## src/core/ptmr_map.svh

```systemverilog
// Register offsets, field positions, reset values and timing counts
// Assumes inclusion by the timer package users; definitions only
`ifndef PTMR_MAP_SVH
`define PTMR_MAP_SVH

// Register offsets on the plain register port
`define PTMR_OFF_CONTROL    3'h0
`define PTMR_OFF_COUNT      3'h1
`define PTMR_OFF_PERIOD     3'h2
`define PTMR_OFF_FLAGS      3'h3
`define PTMR_OFF_ENABLE     3'h4

// Control field positions
`define PTMR_CTL_PRE_LSB    0
`define PTMR_CTL_RUN_BIT    2
`define PTMR_CTL_POST_LSB   3
`define PTMR_CTL_WMASK      8'h7F

// Flag and enable bit for the match event
`define PTMR_MATCH_BIT      1
`define PTMR_IRQ_WMASK      8'h02

// Reset values
`define PTMR_RST_CONTROL    8'h00
`define PTMR_RST_COUNT      8'h00
`define PTMR_RST_PERIOD     8'hFF
`define PTMR_RST_FLAGS      8'h00
`define PTMR_RST_ENABLE     8'h00

// Instruction clock is the core clock divided by four
`define PTMR_INSTR_DIV      2'h3
// Prescale terminal counts: divide by 1, 4, 16
`define PTMR_PRE_TC_1       4'h0
`define PTMR_PRE_TC_4       4'h3
`define PTMR_PRE_TC_16      4'hF

`endif

```

## src/core/ptmr_pkg.sv

```systemverilog
// Types shared by the period timer
// Assumes the map header sits beside it in core/
package ptmr_pkg;
    typedef enum logic [1:0] {
        PTMR_PRE_DIV1,
        PTMR_PRE_DIV4,
        PTMR_PRE_DIV16A,
        PTMR_PRE_DIV16B
    } ptmr_pre_t;
endpackage

```

## src/core/ptmr_timer.sv

```systemverilog
// 8-bit period timer with prescaler, postscaler and match interrupt
// Assumes a single 20 MHz clock (mclk), synchronous reset, plain register port
//
// What this block does
// - Counting clock is instruction clock, core clock over four, through prescaler
// - Prescale select: 00 divide 1, 01 divide 4, 1x divide 16
// - Each prescaler pulse adds one to the count while running
// - Count compared with period continuously, counting up from 00h
// - On equal, count returns to 00h at next increment
// - Every match steps the postscaler by one
// - Postscale select plus one matches yield one postscaler output
// - Postscaler output sets the match interrupt flag
// - Count and period registers fully readable and writable
// - Reset loads count with 00h and period with FFh
// - Control bit 2 starts timer when one, halts when zero
// - Count write, control write or reset clears prescaler and postscaler
// - Control write leaves the count unchanged
// - Control bit 7 ignores writes and reads zero
//
// The placing of the registers and the plain strobed port were decided locally.
`include "ptmr_map.svh"

module ptmr_timer
    import ptmr_pkg::*;
(
    // Clock and reset
    input  wire logic       mclk,
    input  wire logic       srst,
    // Register port
    input  wire logic [2:0] reg_addr,
    input  wire logic [7:0] reg_wdata,
    input  wire logic       reg_wr,
    input  wire logic       reg_rd,
    output logic      [7:0] reg_rdata,
    // Interrupt request
    output logic            irq
);

    ////////////////////////////////////////////////////////////////////////
    // Registers
    logic [7:0] control_reg;
    logic [7:0] count_reg;
    logic [7:0] period_reg;
    logic [7:0] flags_reg;
    logic [7:0] enable_reg;
    logic [1:0] instr_reg;
    logic [3:0] pre_reg;
    logic [3:0] post_reg;
    logic [7:0] rdata_reg;
    logic       irq_reg;

    logic       wr_ctl;
    logic       wr_cnt;
    logic       wr_per;
    logic       wr_flg;
    logic       wr_ena;
    logic       run;
    logic       instr_tick;
    logic       pre_tick;
    logic       match;
    logic       post_tick;
    logic [3:0] pre_tc;
    logic [3:0] post_sel;
    ptmr_pre_t  pre_sel;

    ////////////////////////////////////////////////////////////////////////
    // Decode and fields
    assign wr_ctl   = reg_wr && (reg_addr == `PTMR_OFF_CONTROL);
    assign wr_cnt   = reg_wr && (reg_addr == `PTMR_OFF_COUNT);
    assign wr_per   = reg_wr && (reg_addr == `PTMR_OFF_PERIOD);
    assign wr_flg   = reg_wr && (reg_addr == `PTMR_OFF_FLAGS);
    assign wr_ena   = reg_wr && (reg_addr == `PTMR_OFF_ENABLE);
    assign run      = control_reg[`PTMR_CTL_RUN_BIT];
    assign pre_sel  = ptmr_pre_t'(control_reg[`PTMR_CTL_PRE_LSB +: 2]);
    assign post_sel = control_reg[`PTMR_CTL_POST_LSB +: 4];

    // Prescale terminal count from the select field
    always_comb begin
        case (pre_sel)
            PTMR_PRE_DIV1: pre_tc = `PTMR_PRE_TC_1;
            PTMR_PRE_DIV4: pre_tc = `PTMR_PRE_TC_4;
            default:       pre_tc = `PTMR_PRE_TC_16;
        endcase
    end

    // Tick chain: instruction clock, prescaler, match, postscaler
    assign instr_tick = run && (instr_reg == `PTMR_INSTR_DIV);
    assign pre_tick   = instr_tick && (pre_reg == pre_tc);
    assign match      = (count_reg == period_reg);
    assign post_tick  = pre_tick && match && (post_reg == post_sel);

    ////////////////////////////////////////////////////////////////////////
    // Control register; bit 7 never stored
    always_ff @(posedge mclk) begin
        if (srst) begin
            control_reg <= `PTMR_RST_CONTROL;
        end else if (wr_ctl) begin
            control_reg <= reg_wdata & `PTMR_CTL_WMASK;
        end
    end

    // Instruction clock phase; free runs only while on
    always_ff @(posedge mclk) begin
        if (srst) begin
            instr_reg <= 2'h0;
        end else if (run) begin
            instr_reg <= instr_reg + 2'h1;
        end
    end

    // Prescaler; cleared on count or control write
    always_ff @(posedge mclk) begin
        if (srst || wr_ctl || wr_cnt) begin
            pre_reg <= 4'h0;
        end else if (instr_tick) begin
            pre_reg <= pre_tick ? 4'h0 : pre_reg + 4'h1;
        end
    end

    // Count; a control write does not touch it
    always_ff @(posedge mclk) begin
        if (srst) begin
            count_reg <= `PTMR_RST_COUNT;
        end else if (wr_cnt) begin
            count_reg <= reg_wdata;
        end else if (pre_tick) begin
            count_reg <= match ? 8'h00 : count_reg + 8'h01;
        end
    end

    // Period register
    always_ff @(posedge mclk) begin
        if (srst) begin
            period_reg <= `PTMR_RST_PERIOD;
        end else if (wr_per) begin
            period_reg <= reg_wdata;
        end
    end

    // Postscaler steps once per match
    always_ff @(posedge mclk) begin
        if (srst || wr_ctl || wr_cnt) begin
            post_reg <= 4'h0;
        end else if (pre_tick && match) begin
            post_reg <= post_tick ? 4'h0 : post_reg + 4'h1;
        end
    end

    // Sticky flag, write one to clear; a new event beats the clear
    always_ff @(posedge mclk) begin
        if (srst) begin
            flags_reg <= `PTMR_RST_FLAGS;
        end else begin
            if (wr_flg) begin
                flags_reg <= flags_reg & ~(reg_wdata & `PTMR_IRQ_WMASK);
            end
            if (post_tick) begin
                flags_reg[`PTMR_MATCH_BIT] <= 1'b1;
            end
        end
    end

    // Enable mask
    always_ff @(posedge mclk) begin
        if (srst) begin
            enable_reg <= `PTMR_RST_ENABLE;
        end else if (wr_ena) begin
            enable_reg <= reg_wdata & `PTMR_IRQ_WMASK;
        end
    end

    // Interrupt level from flag and mask
    always_ff @(posedge mclk) begin
        if (srst) begin
            irq_reg <= 1'b0;
        end else begin
            irq_reg <= |(flags_reg & enable_reg);
        end
    end

    // Read data in the cycle after the strobe, zero otherwise
    always_ff @(posedge mclk) begin
        if (srst || !reg_rd) begin
            rdata_reg <= 8'h00;
        end else begin
            case (reg_addr)
                `PTMR_OFF_CONTROL: rdata_reg <= control_reg;
                `PTMR_OFF_COUNT:   rdata_reg <= count_reg;
                `PTMR_OFF_PERIOD:  rdata_reg <= period_reg;
                `PTMR_OFF_FLAGS:   rdata_reg <= flags_reg;
                `PTMR_OFF_ENABLE:  rdata_reg <= enable_reg;
                default:           rdata_reg <= 8'h00;
            endcase
        end
    end

    assign reg_rdata = rdata_reg;
    assign irq       = irq_reg;

    ////////////////////////////////////////////////////////////////////////
    // Assertions
    a_wrap_zero: assert property (@(posedge mclk) disable iff (srst)
        pre_tick && match && !wr_cnt |=> count_reg == 8'h00)
        else $error("count did not wrap on match");
    a_count_step: assert property (@(posedge mclk) disable iff (srst)
        pre_tick && !match && !wr_cnt |=> count_reg == $past(count_reg) + 8'h01)
        else $error("count did not step");
    a_halt_hold: assert property (@(posedge mclk) disable iff (srst)
        !run && !wr_cnt |=> $stable(count_reg))
        else $error("halted count moved");
    a_ctl_keeps: assert property (@(posedge mclk) disable iff (srst)
        wr_ctl && !pre_tick |=> $stable(count_reg) && pre_reg == 4'h0 && post_reg == 4'h0)
        else $error("control write disturbed count or scalers");
    a_cnt_clears: assert property (@(posedge mclk) disable iff (srst)
        wr_cnt |=> pre_reg == 4'h0 && post_reg == 4'h0 && count_reg == $past(reg_wdata))
        else $error("count write handling wrong");
    a_flag_set: assert property (@(posedge mclk) disable iff (srst)
        post_tick |=> flags_reg[`PTMR_MATCH_BIT])
        else $error("flag not set by postscaler");
    a_bit7_zero: assert property (@(posedge mclk) disable iff (srst)
        !control_reg[7])
        else $error("control bit 7 set");
    a_irq_gate: assert property (@(posedge mclk) disable iff (srst)
        ##1 irq == $past(flags_reg[`PTMR_MATCH_BIT] && enable_reg[`PTMR_MATCH_BIT]))
        else $error("interrupt not gated by enable");
    a_div1_rate: assert property (@(posedge mclk) disable iff (srst)
        pre_tick |=> !pre_tick [*3])
        else $error("ticks closer than instruction clock");
    a_post_flag_hold: assert property (@(posedge mclk) disable iff (srst)
        flags_reg[`PTMR_MATCH_BIT] && !wr_flg |=> flags_reg[`PTMR_MATCH_BIT])
        else $error("flag dropped without clear");

    ////////////////////////////////////////////////////////////////////////
    // Tick chain checks
    // These watch the scaler counters themselves, so a fault in the
    // tick chain shows up before it reaches the count or the flag

    // Instruction phase steps by one on every edge while on
    a_instr_step: assert property (@(posedge mclk) disable iff (srst)
        run
        |=> instr_reg == $past(instr_reg) + 2'h1)
        else $error("instruction phase did not step");

    // Divide by one passes every instruction tick straight through
    a_div1_every: assert property (@(posedge mclk) disable iff (srst)
        instr_tick && pre_sel == PTMR_PRE_DIV1
        |-> pre_tick)
        else $error("divide by one dropped a tick");

    // Prescaler never runs past its terminal count
    a_pre_bound: assert property (@(posedge mclk) disable iff (srst)
        pre_reg <= pre_tc)
        else $error("prescaler beyond terminal count");

    // A halted timer produces no ticks at all
    a_run_gate: assert property (@(posedge mclk) disable iff (srst)
        !run
        |-> !instr_tick && !pre_tick)
        else $error("tick while halted");

    // Halted scalers keep their place unless a write clears them
    a_halt_still: assert property (@(posedge mclk) disable iff (srst)
        !run && !wr_ctl && !wr_cnt
        |=> $stable(instr_reg) && $stable(pre_reg) && $stable(post_reg))
        else $error("halted scaler moved");

    ////////////////////////////////////////////////////////////////////////
    // Postscaler and flag checks
    // The postscaler must move only on a match, or a slow period
    // would raise the flag early

    // Each match steps the postscaler unless it wraps
    a_post_step: assert property (@(posedge mclk) disable iff (srst)
        pre_tick && match && !post_tick && !wr_ctl && !wr_cnt
        |=> post_reg == $past(post_reg) + 4'h1)
        else $error("postscaler did not step on match");

    // Without a match the postscaler holds
    a_post_only_match: assert property (@(posedge mclk) disable iff (srst)
        !(pre_tick && match) && !wr_ctl && !wr_cnt
        |=> $stable(post_reg))
        else $error("postscaler moved without match");

    // Postscaler never runs past the selected count
    a_post_bound: assert property (@(posedge mclk) disable iff (srst)
        post_reg <= post_sel)
        else $error("postscaler beyond select");

    // Flag rises only from a postscaler output
    a_flag_only_post: assert property (@(posedge mclk) disable iff (srst)
        !flags_reg[`PTMR_MATCH_BIT] && !post_tick
        |=> !flags_reg[`PTMR_MATCH_BIT])
        else $error("flag set without event");

    // Writing one clears the flag when no event competes
    a_flag_clear: assert property (@(posedge mclk) disable iff (srst)
        wr_flg && reg_wdata[`PTMR_MATCH_BIT] && !post_tick
        |=> !flags_reg[`PTMR_MATCH_BIT])
        else $error("flag not cleared by write");

    // Only the match bit exists in flags and enable
    a_irq_bits: assert property (@(posedge mclk) disable iff (srst)
        (flags_reg & ~`PTMR_IRQ_WMASK) == 8'h00
        && (enable_reg & ~`PTMR_IRQ_WMASK) == 8'h00)
        else $error("unimplemented interrupt bit set");

    // A masked flag never reaches the request line
    a_irq_masked: assert property (@(posedge mclk) disable iff (srst)
        !enable_reg[`PTMR_MATCH_BIT]
        |=> !irq)
        else $error("interrupt while masked");

    ////////////////////////////////////////////////////////////////////////
    // Register port checks
    // Read data is zero outside its one cycle, so software that
    // samples late sees zero rather than stale data

    // Read data stands only in the cycle after a strobe
    a_read_stand: assert property (@(posedge mclk) disable iff (srst)
        !reg_rd
        |=> reg_rdata == 8'h00)
        else $error("read data outside its cycle");

    // Count read returns the count as of the strobe edge
    a_read_count: assert property (@(posedge mclk) disable iff (srst)
        reg_rd && reg_addr == `PTMR_OFF_COUNT
        |=> reg_rdata == $past(count_reg))
        else $error("count read wrong");

    // Period write lands in full
    a_period_write: assert property (@(posedge mclk) disable iff (srst)
        wr_per
        |=> period_reg == $past(reg_wdata))
        else $error("period write lost");

    // Control read never shows bit 7
    a_read_ctl: assert property (@(posedge mclk) disable iff (srst)
        reg_rd && reg_addr == `PTMR_OFF_CONTROL
        |=> !reg_rdata[7])
        else $error("control bit 7 read as one");

    // Any control write clears both scalers, tick or not
    a_ctl_clears: assert property (@(posedge mclk) disable iff (srst)
        wr_ctl
        |=> pre_reg == 4'h0 && post_reg == 4'h0)
        else $error("control write left scalers");

    // Reset values; deliberately not disabled by reset
    a_reset_vals: assert property (@(posedge mclk)
        srst
        |=> count_reg == 8'h00 && period_reg == 8'hFF
        && pre_reg == 4'h0 && post_reg == 4'h0)
        else $error("reset values wrong");

    ////////////////////////////////////////////////////////////////////////
    // Scenario covers
    c_wrap: cover property (@(posedge mclk) pre_tick && match);
    c_post2: cover property (@(posedge mclk) post_tick && post_sel == 4'h1);
    c_flag: cover property (@(posedge mclk) post_tick && post_sel == 4'hF);
    c_irq:  cover property (@(posedge mclk) irq);
    c_div16: cover property (@(posedge mclk) pre_tick && pre_sel == PTMR_PRE_DIV16B);

endmodule

```

## config.mk

```make
export PLATFORM = sky130hd
export DESIGN_NAME = ptmr_timer
export DESIGN_NICKNAME = d
export VERILOG_FILES = /design/src/core/ptmr_pkg.sv /design/src/core/ptmr_timer.sv
export VERILOG_INCLUDE_DIRS = /design/src /design/src/core
export SDC_FILE = /design/constraint.sdc
export NUM_CORES = 1
export LEC_CHECK = 0
export BUFFER_PORTS_ARGS = -buffer_cell sky130_fd_sc_hd__buf_4
export CORE_MARGIN = 5
export CORE_UTILIZATION = 34
export DETAILED_ROUTE_END_ITERATION = 8
export PLACE_DENSITY_LB_ADDON = 0.25
export RECOVER_POWER = 25
export SETUP_SLACK_MARGIN = 0.1
export SYNTH_ARGS = -nofsm -noshare
export SYNTH_HDL_FRONTEND = slang
export SYNTH_SLANG_ARGS = --single-unit
```

## constraint.sdc

```tcl
create_clock -name mclk -period 1.95 [get_ports mclk]
set_input_delay 0.2925 -clock mclk [delete_from_list [all_inputs] [get_ports mclk]]
set_output_delay 0.2925 -clock mclk [all_outputs]
set_load 0.005 [all_outputs]
```

==> results.txt <==
- At the pin with the least slew margin, the transition time is 683 ps.
- For the worst setup path, the data required time is 2190 ps.
- Netlist cell types: 39
- The share of the Yosys chip area taken by registers is 0.400.
- Number of max-capacitance violations reported: 0
- Logic gate share of total power: 0.100
- CTS Sinks: 44
- The internal power of the cells totals 1270 uW.
- The first global-routing pass estimated 9400 um of wire.
* Maximum number of pins on one net before global-route repair: 32
- Setup repair after global routing could not meet its margin everywhere.
- The number of hold violations in the final report came to 0.
* Post-route clock period utilization: 0.923
- Synthesis-stage register bit count: 44
- Subtracting the final worst setup slack from the clock period gives ~1800 ps.
- After routing the design area is 2670 sq um.
* Initial antenna violation count: 0
- Min Hold Slack: a little over 200 ps
* Static Leakage: 0.00104 uW
- Number of design-rule violations left by the first detailed-router iteration: 145
- The floorplan step defined a die boundary enclosing 8190 sq um.
- Nets: ~310
- The worst setup path is launched from a register.
- Summed over all layers, the global routing overflow is 0.
- Area growth from synthesis to layout: 21.1%
* Maximum fanout count along the critical path: 4
* Mean post-synth cell area: approximately 8.5 sq um
* Number of endpoints failing setup at the final stage: 0
- After clock tree synthesis, the clock-pin slew on the worst setup and hold paths is 80 ps.
- STA classifies the critical path endpoint as a register.
* Post-Synthesis Cell Area: approximately 2200 sq um
- Total power per unit cell area: 639 nW/um^2
- In the final timing run, aggregate negative setup slack is 0 ps.
* Max incr delay on CP: 520 ps
- Total core area: 6310 sq um
- GP Congestion: 0.813
- The H-tree generated during clock tree synthesis spans 2 levels.
- HPWL reported at the end of detailed placement: roughly 4000 um
* Number of antenna cells inserted: 0
- The clock arrives with 2.32 ps of skew.
- Derived from the worst setup path, the maximum achievable clock frequency is between 0.5 and 0.6 GHz.
* Status: completed
* Sw Share: 0.253
- Remaining max-slew budget at the tightest pin: 0.545
* Post-route antenna net violation count: 0
- Data arrival time of the critical path: 2040 ps
- By startpoint and endpoint, the worst setup path is classified as register to register.
* Height of the die: approximately 90 um
- Number of buffers inserted during clock tree synthesis: 5
- In the final layout, the share of cells above drive strength 1 is 0.207.
- In the final routed layout, each cell accounts on average for roughly 15 um.
- After detailed routing, the number of vias per cell comes to 5.17.
- Once placement finished, the instance area stood at 2560 sq um.
- Walking the worst path, the cells encountered are or4_4, o211ai_2, nand4b_1, or4_1, a21oi_1.
- The number of global-route vias before repair came to 1905.
- CTS Hold Bufs: 0
- Peak supply drop: 0.000450 V
* TritonCTS clock tree: yes
- Maximum clock path buffer count: 2
* Via count: roughly 1900
- Post-synth net total: 277
* Drt pass-1 iters: 4
* Initial Utilization: 0.349
- Horiz. Die Dim: between 90 and 100 um
- After detailed routing, the number of remaining DRC violations is 0.
- Across every metal layer, demand over resource in global routing totals 0.138.
- The number of slew-limit violations in the final report came to 0.
* Number of ports placed on the die boundary: 24
* Worst hold path class: input port to register
* Buffers added on ports: 23
- Of the total power, the clock network draws 0.356.
- Power share of the sequential group: 0.544
* Switching power summed over all nets: roughly 430 uW
* Placement Rows: 29
* CTS Root Cell: clkbuf_8
- Wires add up to 5430 um.
- Yosys printed 0 warnings.
* Worst-skew pair later-pin latency: about 300 ps
* Gate count of the mapped netlist: 258
- Cell with the biggest individual delay on the critical path: or4_4
[synthesized netlist by cell type]
library cell | count | area, sq um
nor4_2 | 2 | 25.0
or4_4 | 1 | 11.3
nand3_1 | 13 | 65.1
mux2i_1 | 11 | 110
a211o_1 | 8 | 70.1
ha_1 | 4 | 50.1
nor2_1 | 26 | 97.6
and2_1 | 1 | 6.26
nor3_1 | 2 | 10.0
and3_1 | 1 | 6.26
o211ai_2 | 1 | 12.5
nor3b_2 | 1 | 12.5
and4b_1 | 1 | 10.0
xor2_1 | 18 | 158
o21a_1 | 1 | 7.51
or3b_1 | 1 | 8.76
a211oi_1 | 1 | 7.51
a31oi_1 | 7 | 43.8
clkbuf_1 | 11 | 41.3
a21oi_1 | 20 | 100
nand4_1 | 10 | 62.6
xnor2_1 | 4 | 35.0
or4_1 | 2 | 15.0
nand3b_1 | 3 | 22.5
o22ai_1 | 1 | 6.26
inv_1 | 1 | 3.75
or3b_2 | 1 | 8.76
dfxtp_1 | 44 | 881
nand3_4 | 1 | 17.5
buf_1 | 2 | 7.51
nand4b_1 | 2 | 17.5
nand2b_1 | 4 | 25.0
o21ai_0 | 4 | 20.0
nor4_1 | 1 | 6.26
nor2b_1 | 12 | 75.1
or2b_1 | 1 | 7.51
buf_2 | 3 | 15.0
nand2_1 | 29 | 109
o21bai_1 | 2 | 15.0
[timing repair]
action                     CTS  global route
setup endpoints to repair    0             3
setup buffers                0             1
resized for setup            0             3
[routing by layer]
layer | wire (um) | part of all wire | GRT usage | vias to the layer above
met5 | 0 | 0 | 0 | -
met4 | 74 | 0.014 | 0.0521 | 0
met1 | 2730 | 0.50 | 0.186 | 894
met2 | 2410 | 0.44 | 0.216 | 47
li1 | - | - | - | 969
met3 | 211 | 0.039 | 0.0300 | 7
[through the flow]
step | total power [uW] | setup slack (ps) | instances | utilization
finish | 1710 | 150 | 371 | 0.423
global route | 1770 | 73.1 | 371 | 0.423
CTS | 1720 | 135 | 370 | 0.420
detailed placement | 1120 | 157 | 362 | 0.405
global placement | 1120 | 170 | 362 | 0.405
floorplan | 1040 | 108 | 258 | -
[final cells by class]
cell class | instances | area, sq um
Inverter | 1 | 3.75
Multi-Input combinational cell | 197 | 1260
Sequential cell | 44 | 883
Clock inverter | 2 | 10.0
Tap cell | 77 | 96.3
Fill cell | 674 | 3650
Timing Repair Buffer | 44 | 328
Clock buffer | 6 | 82.6
[logic make-up after synthesis]
group,share of synthesized area
AND/OR/NAND/NOR,0.281
AO/OA/AOI/OAI,0.128
flip-flops,0.400
XOR/XNOR,0.0874
buffers and inverters,0.0307
multiplexers,0.0500
adder cells (fa/ha/maj),0.0227
[power groups by stage]
stage          Sequential [uW]  Clock [uW]  Combinational [uW]
2_1_floorplan              947           0                96.8
3_3_place_gp               949           0                 168
6_report                   928         606                 171
5_1_grt                    931         651                 190
3_5_place_dp               949           0                 169
4_1_cts                    928         625                 170
[path summary, 6_finish.rpt]
path / slack, ps / end / cells past startpoint / from
setup / recovery: 150 / post_reg[3] / 5 / pre_reg[0]
hold / removal: 210 / period_reg[7] / 2 / reg_wdata[7]
setup reg to reg: 150 / post_reg[3] / 5 / pre_reg[0]
hold reg to reg: 450 / irq / 2 / enable_reg[1]
[worst max-delay path: cells and delay by family (launching register included)]
kind / cells / cell delay (ps)
simple gates: 3 / 1150
compound gates: 2 / 260
flops: 1 / 320
[layout by cell type, fill, tap and decap left out, types with 7 or more instances in the layout]
master / count
nand2_1: 29
nor2b_1: 12
dfxtp_1: 42
nor2_1: 26
a21oi_1: 20
a211o_1: 8
mux2i_1: 11
nand3_1: 13
xor2_1: 18
buf_4: 40
a31oi_1: 7
nand4_1: 10
Note: power is estimated with default switching activity, not from simulation.
